--- config.mk ---
export PLATFORM = sky130hd
export DESIGN_NAME = gpb_port_bank
export DESIGN_NICKNAME = d
export VERILOG_FILES = /design/src/logic/gpb_pkg.sv /design/src/logic/gpb_pin_ctrl.sv /design/src/logic/gpb_port_bank.sv /design/src/logic/gpb_sync.sv
export SDC_FILE = /design/constraint.sdc
export NUM_CORES = 1
export LEC_CHECK = 0
export ABC_AREA = 1
export BUFFER_PORTS_ARGS = -buffer_cell sky130_fd_sc_hd__buf_4
export CAP_MARGIN = 20
export CELL_PAD_IN_SITES_DETAIL_PLACEMENT = 1
export CELL_PAD_IN_SITES_GLOBAL_PLACEMENT = 1
export CORE_MARGIN = 1.5
export CORE_UTILIZATION = 35
export CTS_BUF_LIST = sky130_fd_sc_hd__clkbuf_4 sky130_fd_sc_hd__clkbuf_8
export DETAILED_ROUTE_END_ITERATION = 12
export GPL_TIMING_DRIVEN = 0
export PLACE_DENSITY = 0.82
export SLEW_MARGIN = 10
export SYNTH_ARGS = -nofsm -noshare
export SYNTH_HDL_FRONTEND = slang
export SYNTH_SLANG_ARGS = --single-unit
--- constraint.sdc ---
create_clock -name sys_clk_in -period 1.5 [get_ports sys_clk_in]
set_clock_uncertainty 0.15 [all_clocks]
set_input_delay 0 -clock sys_clk_in [delete_from_list [all_inputs] [get_ports sys_clk_in]]
set_output_delay 0 -clock sys_clk_in [all_outputs]
set_load 0.1 [all_outputs]
--- src/logic/gpb_pkg.sv ---
package gpb_pkg;

    // Bus geometry
    localparam int GPB_ADDR_W = 12;
    localparam int GPB_IDX_W  = 10;
    localparam int GPB_DATA_W = 32;

    // Pins per port
    localparam int GPB_PA_W = 8;
    localparam int GPB_PB_W = 8;
    localparam int GPB_PC_W = 6;

    // Register indexes; byte address is four times the index
    localparam logic [GPB_IDX_W-1:0] GPB_IDX_PC_VAL = 10'h000;
    localparam logic [GPB_IDX_W-1:0] GPB_IDX_PC_DIR = 10'h001;
    localparam logic [GPB_IDX_W-1:0] GPB_IDX_PC_OPT = 10'h002;
    localparam logic [GPB_IDX_W-1:0] GPB_IDX_PB_VAL = 10'h004;
    localparam logic [GPB_IDX_W-1:0] GPB_IDX_PB_DIR = 10'h005;
    localparam logic [GPB_IDX_W-1:0] GPB_IDX_PB_OPT = 10'h006;
    localparam logic [GPB_IDX_W-1:0] GPB_IDX_PA_VAL = 10'h008;
    localparam logic [GPB_IDX_W-1:0] GPB_IDX_PA_DIR = 10'h009;
    localparam logic [GPB_IDX_W-1:0] GPB_IDX_PA_OPT = 10'h00A;

    // Word alignment bits of the byte address
    localparam logic [1:0] GPB_ALIGN_OK = 2'h0;

    // Reset values
    localparam logic [7:0]            GPB_REG_RST  = 8'h00;
    localparam logic [GPB_DATA_W-1:0] GPB_DATA_RST = 32'h0000_0000;

endpackage : gpb_pkg

--- src/logic/gpb_pin_ctrl.sv ---
`timescale 1ns/1ps

// Pad control decode for one port; purely combinational
module gpb_pin_ctrl #(
    parameter int   W       = 8,
    parameter logic TRUE_OD = 1'b0
) (
    input  wire logic [W-1:0] val_in,
    input  wire logic [W-1:0] dir_in,
    input  wire logic [W-1:0] opt_in,
    input  wire logic [W-1:0] alt_en_in,
    input  wire logic [W-1:0] alt_data_in,
    input  wire logic [W-1:0] alt_pp_in,
    output logic      [W-1:0] pin_out,
    output logic      [W-1:0] pin_oe_out,
    output logic      [W-1:0] pullup_out,
    output logic      [W-1:0] irq_en_out
);
    logic [W-1:0] pp_ok;
    logic [W-1:0] sw_pp;
    logic [W-1:0] sw_oe;
    logic [W-1:0] alt_oe;

    // Port with true open drain has no pull-up, and drives high only for a push-pull peripheral
    assign pp_ok = TRUE_OD ? '0 : '1;

    // push-pull or open drain
    assign sw_pp = dir_in & opt_in & pp_ok;
    // high side only in push-pull
    assign sw_oe = dir_in & (sw_pp | ~val_in);
    assign alt_oe = alt_pp_in | ~alt_data_in;

    // peripheral overrides standard settings
    assign pin_oe_out = (alt_en_in & alt_oe) | (~alt_en_in & sw_oe);
    // Open drain pulls low only, so data is high only in push-pull
    assign pin_out = (alt_en_in & alt_pp_in & alt_data_in)
                   | (~alt_en_in & sw_pp & val_in);

    // pulled-up input with interrupt on B and C
    // pull-up only in pull-up mode
    assign pullup_out = ~alt_en_in & ~dir_in & opt_in & pp_ok;

    // no interrupt in output mode
    assign irq_en_out = ~alt_en_in & ~dir_in & opt_in;
endmodule : gpb_pin_ctrl

--- src/logic/gpb_port_bank.sv ---
// Function
// bit X of each register serves pin X
// direction bit 0 input, 1 output
// value and direction reset to zero
// input pin reads external pin level
// output pin drives and reads latch
// value write always updates the latch
// option selects floating or interrupt input
// option selects open drain or push-pull
// pad pull-up and driver follow mode
// interrupt input raises external request
// pins sharing a vector are ANDed
// output mode disables pin interrupt
// peripheral function overrides pin settings
// peripheral input pin stays readable
// shared peripheral pin kept as input
// no peripheral on interrupt input
// analog input uses floating input
// write value before switching to output
// option registers reset to zero
// pin levels pass two flip-flops
//
// Design decisions made here: the APB interface to the registers and the register offsets.
`timescale 1ns/1ps

module gpb_port_bank
    import gpb_pkg::*;
(
    input  wire logic                  sys_clk_in,
    input  wire logic                  rst_n_in,
    // APB slave
    input  wire logic                  psel_in,
    input  wire logic                  penable_in,
    input  wire logic                  pwrite_in,
    input  wire logic [GPB_ADDR_W-1:0] paddr_in,
    input  wire logic [GPB_DATA_W-1:0] pwdata_in,
    output logic      [GPB_DATA_W-1:0] prdata_out,
    output logic                       pready_out,
    output logic                       pslverr_out,
    // Port A pins
    input  wire logic [GPB_PA_W-1:0]   pa_pin_in,
    output logic      [GPB_PA_W-1:0]   pa_pin_out,
    output logic      [GPB_PA_W-1:0]   pa_pin_oe_out,
    output logic      [GPB_PA_W-1:0]   pa_pullup_out,
    // Port B pins
    input  wire logic [GPB_PB_W-1:0]   pb_pin_in,
    output logic      [GPB_PB_W-1:0]   pb_pin_out,
    output logic      [GPB_PB_W-1:0]   pb_pin_oe_out,
    output logic      [GPB_PB_W-1:0]   pb_pullup_out,
    // Port C pins
    input  wire logic [GPB_PC_W-1:0]   pc_pin_in,
    output logic      [GPB_PC_W-1:0]   pc_pin_out,
    output logic      [GPB_PC_W-1:0]   pc_pin_oe_out,
    output logic      [GPB_PC_W-1:0]   pc_pullup_out,
    // Peripheral alternate functions
    input  wire logic [GPB_PA_W-1:0]   pa_alt_en_in,
    input  wire logic [GPB_PA_W-1:0]   pa_alt_data_in,
    input  wire logic [GPB_PA_W-1:0]   pa_alt_pp_in,
    input  wire logic [GPB_PB_W-1:0]   pb_alt_en_in,
    input  wire logic [GPB_PB_W-1:0]   pb_alt_data_in,
    input  wire logic [GPB_PB_W-1:0]   pb_alt_pp_in,
    input  wire logic [GPB_PC_W-1:0]   pc_alt_en_in,
    input  wire logic [GPB_PC_W-1:0]   pc_alt_data_in,
    input  wire logic [GPB_PC_W-1:0]   pc_alt_pp_in,
    // Pin levels seen by synchronous pins (for peripheral inputs)
    output logic      [GPB_PA_W-1:0]   pa_level_out,
    output logic      [GPB_PB_W-1:0]   pb_level_out,
    output logic      [GPB_PC_W-1:0]   pc_level_out,
    // Combined request levels to the edge/level detectors
    output logic                       ei0_level_out,
    output logic                       ei1_level_out
);
    import gpb_pkg::*;

    // Value latches, directions and options
    logic [GPB_PA_W-1:0] pa_val_r, pa_dir_r, pa_opt_r;
    logic [GPB_PB_W-1:0] pb_val_r, pb_dir_r, pb_opt_r;
    logic [GPB_PC_W-1:0] pc_val_r, pc_dir_r, pc_opt_r;

    logic [GPB_PA_W-1:0] pa_sync, pa_out_c, pa_oe_c, pa_pu_c, pa_irq_c;
    logic [GPB_PB_W-1:0] pb_sync, pb_out_c, pb_oe_c, pb_pu_c, pb_irq_c;
    logic [GPB_PC_W-1:0] pc_sync, pc_out_c, pc_oe_c, pc_pu_c, pc_irq_c;

    logic                 ready_r;
    logic                 acc_first;
    logic                 acc_done;
    logic                 wr_en;
    logic                 hit;
    logic [7:0]           rd_byte;
    logic [GPB_IDX_W-1:0] idx;
    logic [7:0]           wbyte;

    // Per-bit read view: latch when output, pin level when input
    function automatic logic [7:0] rd_view(
        input logic [7:0] latch,
        input logic [7:0] dir,
        input logic [7:0] pin
    );
        rd_view = (dir & latch) | (~dir & pin);
    endfunction : rd_view

    // pin synchronisers
    gpb_sync #(.W(GPB_PA_W)) u_sync_a (
        .sys_clk_in (sys_clk_in),
        .rst_n_in   (rst_n_in),
        .async_in   (pa_pin_in),
        .sync_out   (pa_sync)
    );
    gpb_sync #(.W(GPB_PB_W)) u_sync_b (
        .sys_clk_in (sys_clk_in),
        .rst_n_in   (rst_n_in),
        .async_in   (pb_pin_in),
        .sync_out   (pb_sync)
    );
    gpb_sync #(.W(GPB_PC_W)) u_sync_c (
        .sys_clk_in (sys_clk_in),
        .rst_n_in   (rst_n_in),
        .async_in   (pc_pin_in),
        .sync_out   (pc_sync)
    );

    // Pad decode; port A is the true open-drain port
    gpb_pin_ctrl #(.W(GPB_PA_W), .TRUE_OD(1'b1)) u_ctrl_a (
        .val_in      (pa_val_r),
        .dir_in      (pa_dir_r),
        .opt_in      (pa_opt_r),
        .alt_en_in   (pa_alt_en_in),
        .alt_data_in (pa_alt_data_in),
        .alt_pp_in   (pa_alt_pp_in),
        .pin_out     (pa_out_c),
        .pin_oe_out  (pa_oe_c),
        .pullup_out  (pa_pu_c),
        .irq_en_out  (pa_irq_c)
    );
    gpb_pin_ctrl #(.W(GPB_PB_W), .TRUE_OD(1'b0)) u_ctrl_b (
        .val_in      (pb_val_r),
        .dir_in      (pb_dir_r),
        .opt_in      (pb_opt_r),
        .alt_en_in   (pb_alt_en_in),
        .alt_data_in (pb_alt_data_in),
        .alt_pp_in   (pb_alt_pp_in),
        .pin_out     (pb_out_c),
        .pin_oe_out  (pb_oe_c),
        .pullup_out  (pb_pu_c),
        .irq_en_out  (pb_irq_c)
    );
    gpb_pin_ctrl #(.W(GPB_PC_W), .TRUE_OD(1'b0)) u_ctrl_c (
        .val_in      (pc_val_r),
        .dir_in      (pc_dir_r),
        .opt_in      (pc_opt_r),
        .alt_en_in   (pc_alt_en_in),
        .alt_data_in (pc_alt_data_in),
        .alt_pp_in   (pc_alt_pp_in),
        .pin_out     (pc_out_c),
        .pin_oe_out  (pc_oe_c),
        .pullup_out  (pc_pu_c),
        .irq_en_out  (pc_irq_c)
    );

    // Bus phase decode; one wait state so read data comes from a flop
    assign idx       = paddr_in[GPB_ADDR_W-1:2];
    assign acc_first = psel_in & penable_in & ~ready_r;
    assign acc_done  = psel_in & penable_in & ready_r;
    assign wr_en     = acc_done & pwrite_in & hit;
    assign wbyte     = pwdata_in[7:0];

    // Register read mux; unmapped or misaligned answers an error
    always_comb
    begin
        hit     = (paddr_in[1:0] == GPB_ALIGN_OK);
        rd_byte = GPB_REG_RST;
        case (idx)
            // input reads pin, R5 output reads latch
            // peripheral input pin stays readable
            GPB_IDX_PA_VAL: rd_byte = rd_view(pa_val_r, pa_dir_r, pa_sync);
            GPB_IDX_PB_VAL: rd_byte = rd_view(pb_val_r, pb_dir_r, pb_sync);
            GPB_IDX_PC_VAL: rd_byte = rd_view({2'h0, pc_val_r},
                                              {2'h0, pc_dir_r},
                                              {2'h0, pc_sync});
            GPB_IDX_PA_DIR: rd_byte = pa_dir_r;
            GPB_IDX_PB_DIR: rd_byte = pb_dir_r;
            GPB_IDX_PC_DIR: rd_byte = {2'h0, pc_dir_r};
            GPB_IDX_PA_OPT: rd_byte = pa_opt_r;
            GPB_IDX_PB_OPT: rd_byte = pb_opt_r;
            GPB_IDX_PC_OPT: rd_byte = {2'h0, pc_opt_r};
            default:        hit = 1'b0;
        endcase
    end

    // Ready rises in the second access cycle, then drops
    always_ff @(posedge sys_clk_in or negedge rst_n_in)
    begin
        if (!rst_n_in)
            ready_r <= 1'b0;
        else
            ready_r <= acc_first;
    end

    // Read data and error are captured on the same edge that raises ready
    always_ff @(posedge sys_clk_in or negedge rst_n_in)
    begin
        if (!rst_n_in)
        begin
            prdata_out  <= GPB_DATA_RST;
            pslverr_out <= 1'b0;
        end
        else if (acc_first)
        begin
            // Refused reads return zero, never a register's content
            prdata_out  <= (pwrite_in || !hit) ? GPB_DATA_RST
                                               : {24'h00_0000, rd_byte};
            pslverr_out <= ~hit;
        end
        else if (!psel_in)
        begin
            pslverr_out <= 1'b0;
        end
    end

    assign pready_out = ready_r;

    // value and direction clear at reset
    // option clears at reset
    always_ff @(posedge sys_clk_in or negedge rst_n_in)
    begin
        if (!rst_n_in)
        begin
            pa_val_r <= GPB_REG_RST;
            pa_dir_r <= GPB_REG_RST;
            pa_opt_r <= GPB_REG_RST;
        end
        else if (wr_en)
        begin
            // latch written whatever the direction
            // bit X drives pin X
            if (idx == GPB_IDX_PA_VAL)
                pa_val_r <= wbyte;
            // software sets and clears direction
            if (idx == GPB_IDX_PA_DIR)
                pa_dir_r <= wbyte;
            if (idx == GPB_IDX_PA_OPT)
                pa_opt_r <= wbyte;
        end
    end

    // Port B registers
    always_ff @(posedge sys_clk_in or negedge rst_n_in)
    begin
        if (!rst_n_in)
        begin
            pb_val_r <= GPB_REG_RST;
            pb_dir_r <= GPB_REG_RST;
            pb_opt_r <= GPB_REG_RST;
        end
        else if (wr_en)
        begin
            // latch written whatever the direction
            if (idx == GPB_IDX_PB_VAL)
                pb_val_r <= wbyte;
            if (idx == GPB_IDX_PB_DIR)
                pb_dir_r <= wbyte;
            if (idx == GPB_IDX_PB_OPT)
                pb_opt_r <= wbyte;
        end
    end

    // Port C registers; only six pins, upper bits read zero
    always_ff @(posedge sys_clk_in or negedge rst_n_in)
    begin
        if (!rst_n_in)
        begin
            pc_val_r <= GPB_REG_RST[GPB_PC_W-1:0];
            pc_dir_r <= GPB_REG_RST[GPB_PC_W-1:0];
            pc_opt_r <= GPB_REG_RST[GPB_PC_W-1:0];
        end
        else if (wr_en)
        begin
            // latch written whatever the direction
            if (idx == GPB_IDX_PC_VAL)
                pc_val_r <= wbyte[GPB_PC_W-1:0];
            if (idx == GPB_IDX_PC_DIR)
                pc_dir_r <= wbyte[GPB_PC_W-1:0];
            if (idx == GPB_IDX_PC_OPT)
                pc_opt_r <= wbyte[GPB_PC_W-1:0];
        end
    end

    // Pad controls registered so pins never see decode glitches
    // pad controls follow the mode
    // peripheral override reaches the pad
    always_ff @(posedge sys_clk_in or negedge rst_n_in)
    begin
        if (!rst_n_in)
        begin
            pa_pin_out    <= '0;
            pa_pin_oe_out <= '0;
            pa_pullup_out <= '0;
            pb_pin_out    <= '0;
            pb_pin_oe_out <= '0;
            pb_pullup_out <= '0;
            pc_pin_out    <= '0;
            pc_pin_oe_out <= '0;
            pc_pullup_out <= '0;
        end
        else
        begin
            pa_pin_out    <= pa_out_c;
            pa_pin_oe_out <= pa_oe_c;
            pa_pullup_out <= pa_pu_c;
            pb_pin_out    <= pb_out_c;
            pb_pin_oe_out <= pb_oe_c;
            pb_pullup_out <= pb_pu_c;
            pc_pin_out    <= pc_out_c;
            pc_pin_oe_out <= pc_oe_c;
            pc_pullup_out <= pc_pu_c;
        end
    end

    // Synchronised levels for peripheral inputs, one more flop
    always_ff @(posedge sys_clk_in or negedge rst_n_in)
    begin
        if (!rst_n_in)
        begin
            pa_level_out <= '0;
            pb_level_out <= '0;
            pc_level_out <= '0;
        end
        else
        begin
            pa_level_out <= pa_sync;
            pb_level_out <= pb_sync;
            pc_level_out <= pc_sync;
        end
    end

    // Disabled pins count as high so they never mask the others;
    // idle level is high, matching a falling-edge detector at rest
    // interrupt inputs feed the request
    // pins of one vector ANDed
    always_ff @(posedge sys_clk_in or negedge rst_n_in)
    begin
        if (!rst_n_in)
        begin
            ei0_level_out <= 1'b1;
            ei1_level_out <= 1'b1;
        end
        else
        begin
            ei0_level_out <= &(pa_sync | ~pa_irq_c);
            ei1_level_out <= &(pb_sync | ~pb_irq_c)
                           & &(pc_sync | ~pc_irq_c);
        end
    end

endmodule : gpb_port_bank

--- src/logic/gpb_sync.sv ---
`timescale 1ns/1ps

// Two-flop synchroniser for asynchronous pin levels
module gpb_sync #(
    parameter int W = 8
) (
    input  wire logic         sys_clk_in,
    input  wire logic         rst_n_in,
    input  wire logic [W-1:0] async_in,
    output logic      [W-1:0] sync_out
);
    logic [W-1:0] meta_r;

    // First stage is read only by the second stage
    always_ff @(posedge sys_clk_in or negedge rst_n_in)
    begin
        if (!rst_n_in)
        begin
            meta_r   <= '0;
            sync_out <= '0;
        end
        else
        begin
            meta_r   <= async_in;
            sync_out <= meta_r;
        end
    end
endmodule : gpb_sync

## Word level (Yosys, flattened, before mapping)

Index checks and enable logic that the tools add are counted.

| operators by class | value |
|---|---|
| reduce and logical (&&, ||, !) cells | 17 |
| eq/ne operators | 9 |
| bitwise gates (word level) | 73 |
| mux-type cells | 5 |

Operator list:

| cell | count |
|---|---|
| $and A8 B8 Y8 | 21 |
| $not A8 Y8 | 10 |
| $or A8 B8 Y8 | 10 |
| $pmux W8 S9 | 1 |
| $and A6 B6 Y6 | 11 |
| $eq A10 B3 Y1 const B | 3 |
| $eq A10 B4 Y1 const B | 3 |
| $not A6 Y6 | 5 |
| $or A6 B6 Y6 | 5 |
| $reduce_and A2 Y1 | 9 |
| $reduce_and A8 Y1 | 2 |
| $eq A10 B1 Y1 const B | 1 |
| $eq A10 B2 Y1 const B | 1 |
| $logic_not A10 Y1 | 1 |
| $reduce_or A9 Y1 | 1 |
| $and A8 B6 Y8 | 1 |
| $mux W8 | 1 |
| $not A6 Y8 | 1 |
| $or A6 B8 Y8 | 1 |
| $and A1 B1 Y1 | 6 |
| $reduce_and A6 Y1 | 1 |
| $mux W1 | 3 |
| $logic_not A2 Y1 | 1 |
| $ne A2 B1 Y1 const B | 1 |
| 3 further kinds | 4 |

| storage, ports and cells | value |
|---|---|
| output and inout port bits | 124 |
| bits in registers | 226 |

## Depth between registers and ports, before layout

Gate-level depths: netlist (run 1).

| logic depth | value |
|---|---|
| word-level depth | 7 |
| gate-level depth with buffers | 11 |

## Hierarchy

Synthesis (run 1) repeated with hierarchy kept, for this count alone.

| unflattened totals | value |
|---|---|
| cells, all modules | 1041 |
| area, all modules | 8993.6 µm² |

By module, submodules not included:

| module | instances | cells each | area an instance (µm²) |
|---|---|---|---|
| gpb_port_bank | 1 | 715 | 6590.1 |
| gpb_sync at u_sync_a ... | 2 | 16 | 400.4 |
| gpb_pin_ctrl at u_ctrl_b | 1 | 110 | 494.2 |
| gpb_pin_ctrl at u_ctrl_a | 1 | 90 | 439.2 |
| gpb_pin_ctrl at u_ctrl_c | 1 | 82 | 369.1 |
| gpb_sync at u_sync_c | 1 | 12 | 300.3 |

## Worst setup path after synthesis (run 1)

Ideal clock, no wire load.

| path | value |
|---|---|
| path type | register -> register |
| from | register ready_r (netlist: pready_out) |
| to | register pa_dir_r[0] |
| clock period less this slack | 2.197 ns |
| required time | 1.231 ns |
| arrival | 1.928 ns |
| buffers on the path | 1 |
| setup slack | -0.697 ns |
| cell stages (with the launch flop) | 7 |
| path through | dfrtp_1 nand2_1 nor2_1 clkbuf_1 nand4_1 nand2_1 nand2_1 |

| between the ends | value |
|---|---|
| cells in the longest elaborated chain, start to end | 4 |

Ends and longest elaborated chain:

| element | line | text |
|---|---|---|
| start: declaration | gpb_port_bank.sv:84 | `logic ready_r;` |
| start signal: assignment | gpb_port_bank.sv:196 | `ready_r <= acc_first;` |
| $and A1 B1 Y1 | gpb_port_bank.sv:163 | `assign acc_done = psel_in & penable_in & ready_r;` |
| $and A1 B1 Y1 (2 in series) | gpb_port_bank.sv:164 | `assign wr_en = acc_done & pwrite_in & hit;` |
| $reduce_and A2 Y1 (no source line) | - |  |
| end signal: assignment | gpb_port_bank.sv:240 | `pa_dir_r <= wbyte;` |
| end: declaration | gpb_port_bank.sv:76 | `logic [GPB_PA_W-1:0] pa_val_r, pa_dir_r, pa_opt_r;` |

Every way passes these cells.
A chain may end at the register's enable or synchronous reset.

## Worst setup path after layout (run 1)

| path | value |
|---|---|
| from | register ready_r (netlist: pready_out) |
| to | register pa_val_r[3] |

| between the ends | value |
|---|---|
| cells in the longest elaborated chain, start to end | 4 |

Ends and longest elaborated chain:

| element | line | text |
|---|---|---|
| $and A1 B1 Y1 | gpb_port_bank.sv:163 |  |
| $and A1 B1 Y1 (2 in series) | gpb_port_bank.sv:164 |  |
| $reduce_and A2 Y1 (no source line) | - |  |
| end signal: assignment | gpb_port_bank.sv:237 | `pa_val_r <= wbyte;` |
| end: declaration | gpb_port_bank.sv:76 |  |

Every way passes these cells.

==> impl_metrics.ini, run 1 <==
[synth]
yosys-top-cells-count = 248 x nand2_1, 200 x dfrtp_1, 84 x inv_1
ys_seq_area_share_pct = 59.89
synth_most_common_cell = nand2_1
synth_area_sq_um = 8444
async_flop_share_pct = 100.0
synth-edff-count = 0
synth_area_per_cell_sq_um = 9.159
synth.top_cell.area_share_pct = 59.27
ys_warn_count = 0
synthFlopType = dfrtp_1
synth_top_cell_by_area = dfrtp_1
synth.distinct_cells = 34
syn_inst = 922
synth_seq_cells = 202
synth_area_leaders = dfrtp_1 59%, nand2_1 11%, nand4_1 5.6%

[route]
drc = 0
wl_per_cell_microns = 20.14
routed_wirelength_microns = 34370
wl_met3_microns = 2253
drtIter0Drc = 709
wl_met1_microns = 12850
vias = 8632
top_layer_used = met4
wl_met2_microns = 17390
postRouteAntennaNets = 0
drt_pass1_iterations = 5
routed_via_density = 5.057

[sta]
finalMaxSlewViolations = 0
rsz0062_at_grt = yes
slew_headroom_pct = 49.52
tightest_slew_ns = 0.7573
setup_slack_ns = -0.1587
fin_crit_sh_pct = 110.6
max_freq_mhz = 602.9
period_needed_ns = 1.659
whs_ns = -0.08158
setup_violations = 67
fin_setup_tns_ns = -5.184
hold_viol = 99

[grt]
grt_max_degree = 106
grt_pass1_wl_microns = 50270
grt_pass1_vias = 9394
grt.total_usage_pct = 26.46
gr-total-overflow = 0
antenna_found_initial = 1

[place]
globalplace.congestion = 0.9141
hpwlAfterDp_microns = 20400
io_buffers = 198

[clocking]
cts_sinks = 202
cts_tree = done
numCtsBuffers = 36
cts.path.max_buffers = 3
worst_skew_pair.late_latency_ns = 0.53
clkTransAtPathRegs_ns = 0.07
h-tree-depth = 2
cts-root-buf = clkbuf_8

[outcome]
violations = hold timing, setup timing
status = finished, violations left

[final_layout]
n_fill_cell = 2676
utilization_pct = 56.64
final_layout_size_suffix_gt1_share_pct = 31.82
nNetsFinal = 1498
syn_to_final_growth_pct = 57.92

[worst_setup_path]
cp.required_ns = 1.76
crit_fanout = 5
startpoint_type = flip-flop
critical_path_class = flip-flop to flip-flop
regToRegSetupSlack_ns = -0.16
worst_ep_arrival_time_ns = 1.92
end_kind = flip-flop

[die]
rows = 56
die_w_microns = 158.3
die_h_microns = 158.3
die_area_sq_um = 25070
core_sq_um = 23540
start_util_pct = 35.87
boundaryPins = 261

[power_and_ir_drop]
p_per_area_nw_per_um2 = 1001
peakVddDrop_v = 0.0004599
fin_total_pwr_w = 0.01335
leakage_nw = 6.772

[min_path]
hp-class = input pin to async pin

[run]
cap_violations = 0
[metrics by stage]
step           instance area (sq um)  worst slack [ns]  std cells
2_1_floorplan                   8625           -0.1242        953
3_3_place_gp                   10510            -1.519       1470
3_5_place_dp                   10550           -0.7295       1471
4_1_cts                        13000          -0.08767       1689
5_1_grt                        13330           -0.2104       1706
6_report                       13340           -0.1587       1707
[report_power, final]
group	leakage [nW]	internal (W)	switching (W)
clock	0.395	0.00306	0.00233
sequential	2.60	0.00561	0.0000644
combinational	3.78	0.000688	0.00160
[cell type report]
cell class	count	area [sq um]	share of cell area (%)
repair buffers	371	3252	24.39
well taps	319	399.1	2.993
inverters	90	337.8	2.533
clock inverters	2	15.01	0.1126
diodes	2	5.005	0.03753
multi-input cells	600	3065	22.99
clock buffers	61	733.2	5.498
flip-flops and latches	202	5067	38.00
plain buffers	60	460.4	3.453
[layout by cell type, fill, tap and decap left out, types with 32 or more instances in the layout]
| cell | n |
|---|---|
| nand2_2 | 44 |
| clkbuf_8 | 47 |
| conb_1 | 32 |
| nor2_1 | 65 |
| dlygate4sd3_1 | 140 |
| nand4_1 | 75 |
| nand3_1 | 42 |
| o21ai_0 | 34 |
| inv_1 | 80 |
| buf_4 | 248 |
| dfrtp_1 | 194 |
| nand2_1 | 201 |
[repair_timing]
| item | 4_1_cts | 5_1_grt |
|---|---|---|
| setup buffers | 17 | 12 |
| setup endpoints to repair | 72 | 77 |
| resized for setup | 63 | 57 |
| hold buffers | 137 | 3 |
| cloned | 1 | 2 |
| endpoints found under the hold margin | 359 | 18 |
| pin swaps | 19 | 22 |
[critical path, cell delays in order, from the launching register on]
cell and delay, ns:
dfrtp_4 0.44, nand2_4 0.06, nor2_4 0.19, buf_8 0.14, nand4_1 0.19, buf_6 0.24, nand2_2 0.06, nand2_2 0.07
[per-layer routing]
layer	track usage, %	up-vias
met5	0	-
met4	12.59	0
met3	5.008	139
met2	47.87	429
met1	29.96	4195
li1	-	3869
[final timing paths]
kind / from / endpoint / cells after the start
min in group sys_clk_in: paddr_in[0] / pa_dir_r[4] / 7
max reg2reg: pready_out / pa_val_r[3] / 7
max in group asynchronous: rst_n_in / pc_pin_oe_out[2] / 3
min reg2reg: u_sync_b.meta_r[7] / u_sync_b.sync_out[7] / 0
max: pready_out / pa_val_r[3] / 7
min: rst_n_in / u_sync_c.meta_r[3] / 2
[kinds of logic after synthesis]
family	Yosys count	share of synthesized area [%]
simple gates	471	24.71
buf+inv	151	8.460
flops	202	59.89
other cells	1	0.04441
compound gates	97	6.890
Note: power is estimated with default switching activity, not from simulation.
==> inputs of run 2 (changes only) <==
Settings changed: CORE_UTILIZATION 35 to 40, PLACE_DENSITY 0.82 to 0.88.
Clock period 1.5 ns to 2.14 ns, I/O delays scaled along.
==> run 2 against run 1 <==
  * Via count is 1.5% higher
  * Critical endpoint is now pslverr_out
  * Design area is 3.8% lower
  * Largest power group unchanged
  * Worst setup slack better by 0.27 ns
  * The run now ends clean
  * First-iteration DRC count is 28% lower
  * Die area is 12% lower
  * Largest cell class unchanged
  * Highest routed layer unchanged
  * Sequential power is 30% lower
  * Worst hold slack better by 0.13 ns
==> impl_metrics.ini, run 2 (synthesized netlist as in run 1, its figures left out) <==
[power_and_ir_drop]
p_seq_share_pct = 42.6
leakage_nw = 6.645
p_per_area_nw_per_um2 = 728.7
power_switching_share_pct = 30.38
p_int_w = 0.006505
combPwrFrac_pct = 17.5
p_sw_w = 0.002839
peakVddDrop_v = 0.0005618
p_clk_share_pct = 39.9

[die]
start_util_pct = 41.20
die_h_microns = 148.3
die_w_microns = 148.3
core_sq_um = 20490
die_area_sq_um = 21990
rows = 52
boundaryPins = 261

[route]
postRouteAntennaNets = 0
routed_wirelength_microns = 35370
drc = 0
routed_via_density = 5.315
drtIter0Drc = 509
wl_per_cell_microns = 21.45
drt_pass1_iterations = 5
vias = 8764

[min_path]
hold_start = paddr_in[5]
holdPathStages = 8
hp-class = input pin to flip-flop
min_to = prdata_out[1]

[sta]
setup_violations = 0
max_freq_mhz = 492.0
tightest_slew_ns = 0.6843
rsz0062_at_grt = no
period_needed_ns = 2.033
fin_setup_tns_ns = 0
setup_slack_ns = 0.1074
slew_headroom_pct = 54.38
fin_crit_sh_pct = 94.98
hold_viol = 0
finalMaxSlewViolations = 0

[run]
cap_violations = 0

[place]
post-place-ws_ns = -0.08374
globalplace.congestion = 0.8891
hpwlAfterDp_microns = 19960
io_buffers = 198

[worst_setup_path]
cp.required_ns = 2.39
path_cells = buf_4, inv_1, nand2_1, nor2_1, nand3_1, nand2_1, nor2_1, a21oi_4, buf_4, o21ai_0, dlygate4sd3_1
crit_fanout = 10
critPathTopFamily = buffers and inverters
cp-startpoint = paddr_in[11]
r2r_start = pready_out
critical_path_class = input pin to flip-flop
worst_ep_arrival_time_ns = 2.28
startpoint_type = input pin
crit_slowest_cell = dlygate4sd3_1
regToRegSetupSlack_ns = 0.15
reg2regPathDepth = 5
worstReg2RegEnd = pslverr_out
cp_num_buf_inv = 4
end_kind = flip-flop
max_stage_delay_ns = 0.61

[grt]
grt_pass1_vias = 9896
gr-total-overflow = 0
antenna_found_initial = 1
grt.total_usage_pct = 32.41
grt_pass1_wl_microns = 54410
grt_max_degree = 92

[outcome]
status = completed

[final_layout]
final_layout_size_suffix_gt1_share_pct = 24.46
syn_to_final_growth_pct = 51.86
final_common_cell = nand2_1
layout_common_cells = 248 x nand2_1, 234 x buf_4, 199 x dfrtp_1
n_fill_cell = 2353
nNetsFinal = 1491

[clocking]
cts_tree = done
worst_skew_pair.late_latency_ns = 0.53
numCtsBuffers = 36
h-tree-depth = 2
cts.path.max_buffers = 3
cts_sinks = 202
clkTransAtPathRegs_ns = 0.07
cts-root-buf = clkbuf_8
## run 2: cell count changes in the layout (fill, tap and decap cells not counted), moves of 5 or more
cell,change
buf_4,-14
buf_6,-10
clkbuf_8,-5
dfrtp_1,+5
dlygate4sd3_1,+19
nand2_1,+47
nand2_2,-42
nand2_4,-5
nor2_1,+7
nor2_4,-8
nor3_1,+6
nor3_2,-5
## run 2: through the flow
step	utilization, %	instance area, sq um	power [W]	instances	hold slack [ns]
finish	62.57	12820	0.009344	1649	0.05263
detailed placement	50.98	10450	0.005388	1423	-0.2435
CTS	62.50	12810	0.009290	1648	0.01206
global route	62.57	12820	0.009633	1649	0.08781
floorplan	-	8562	0.004928	953	-0.4456
global placement	50.68	10390	0.005344	1421	-0.04033
## run 2: worst max path at each step
stage / to / slack, ns / cells after the start
after floorplan: pa_dir_r[0] / 0.22 / 6
after global placement: pready_out / -0.67 / 1
after detailed placement: pb_val_r[3] / -0.08 / 11
after CTS: pa_dir_r[2] / 0.03 / 6
after global routing: pc_dir_r[1] / 0.05 / 10
final: pslverr_out / 0.11 / 11
## run 2: final cells by class
type	instances	area, sq um	share of cell area, %
diodes	1	2.502	0.01951
plain buffers	60	381.6	2.976
clock buffers	59	705.7	5.503
clock inverters	3	17.52	0.1366
inverters	90	337.8	2.634
multi-input cells	600	2791	21.77
flip-flops and latches	202	5059	39.45
well taps	270	337.8	2.634
repair buffers	364	3191	24.88
## run 2: tightest hold or removal path: cells and delay by family
kind,cells,cell delay (ns)
AND/OR/NAND/NOR,6,0.51
buffers and inverters,1,0.11
AO/OA/AOI/OAI,1,0.08
## run 2: per-layer routing
layer  wire, microns  track usage [%]
met1           12670            35.47
met2           18080            58.06
met3            2798            7.975
met4            1814            17.08
met5               0                0
## run 2: repair_timing
item / CTS / global route
hold buffers: 161 / 0
buffers inserted: 2 / 2
resized for setup: 0 / 15
endpoints found under the hold margin: 269 / 0
pin swaps: 1 / 2
setup endpoints to repair: 4 / 67
## run 2: power by group through the flow
stage	registers, W	logic (W)	clock network (W)
after floorplan	0.00452	0.000404	0
after global placement	0.00403	0.00131	0
after detailed placement	0.00404	0.00135	0
after CTS	0.00397	0.00158	0.00373
after global routing	0.00399	0.00170	0.00395
final	0.00398	0.00163	0.00373
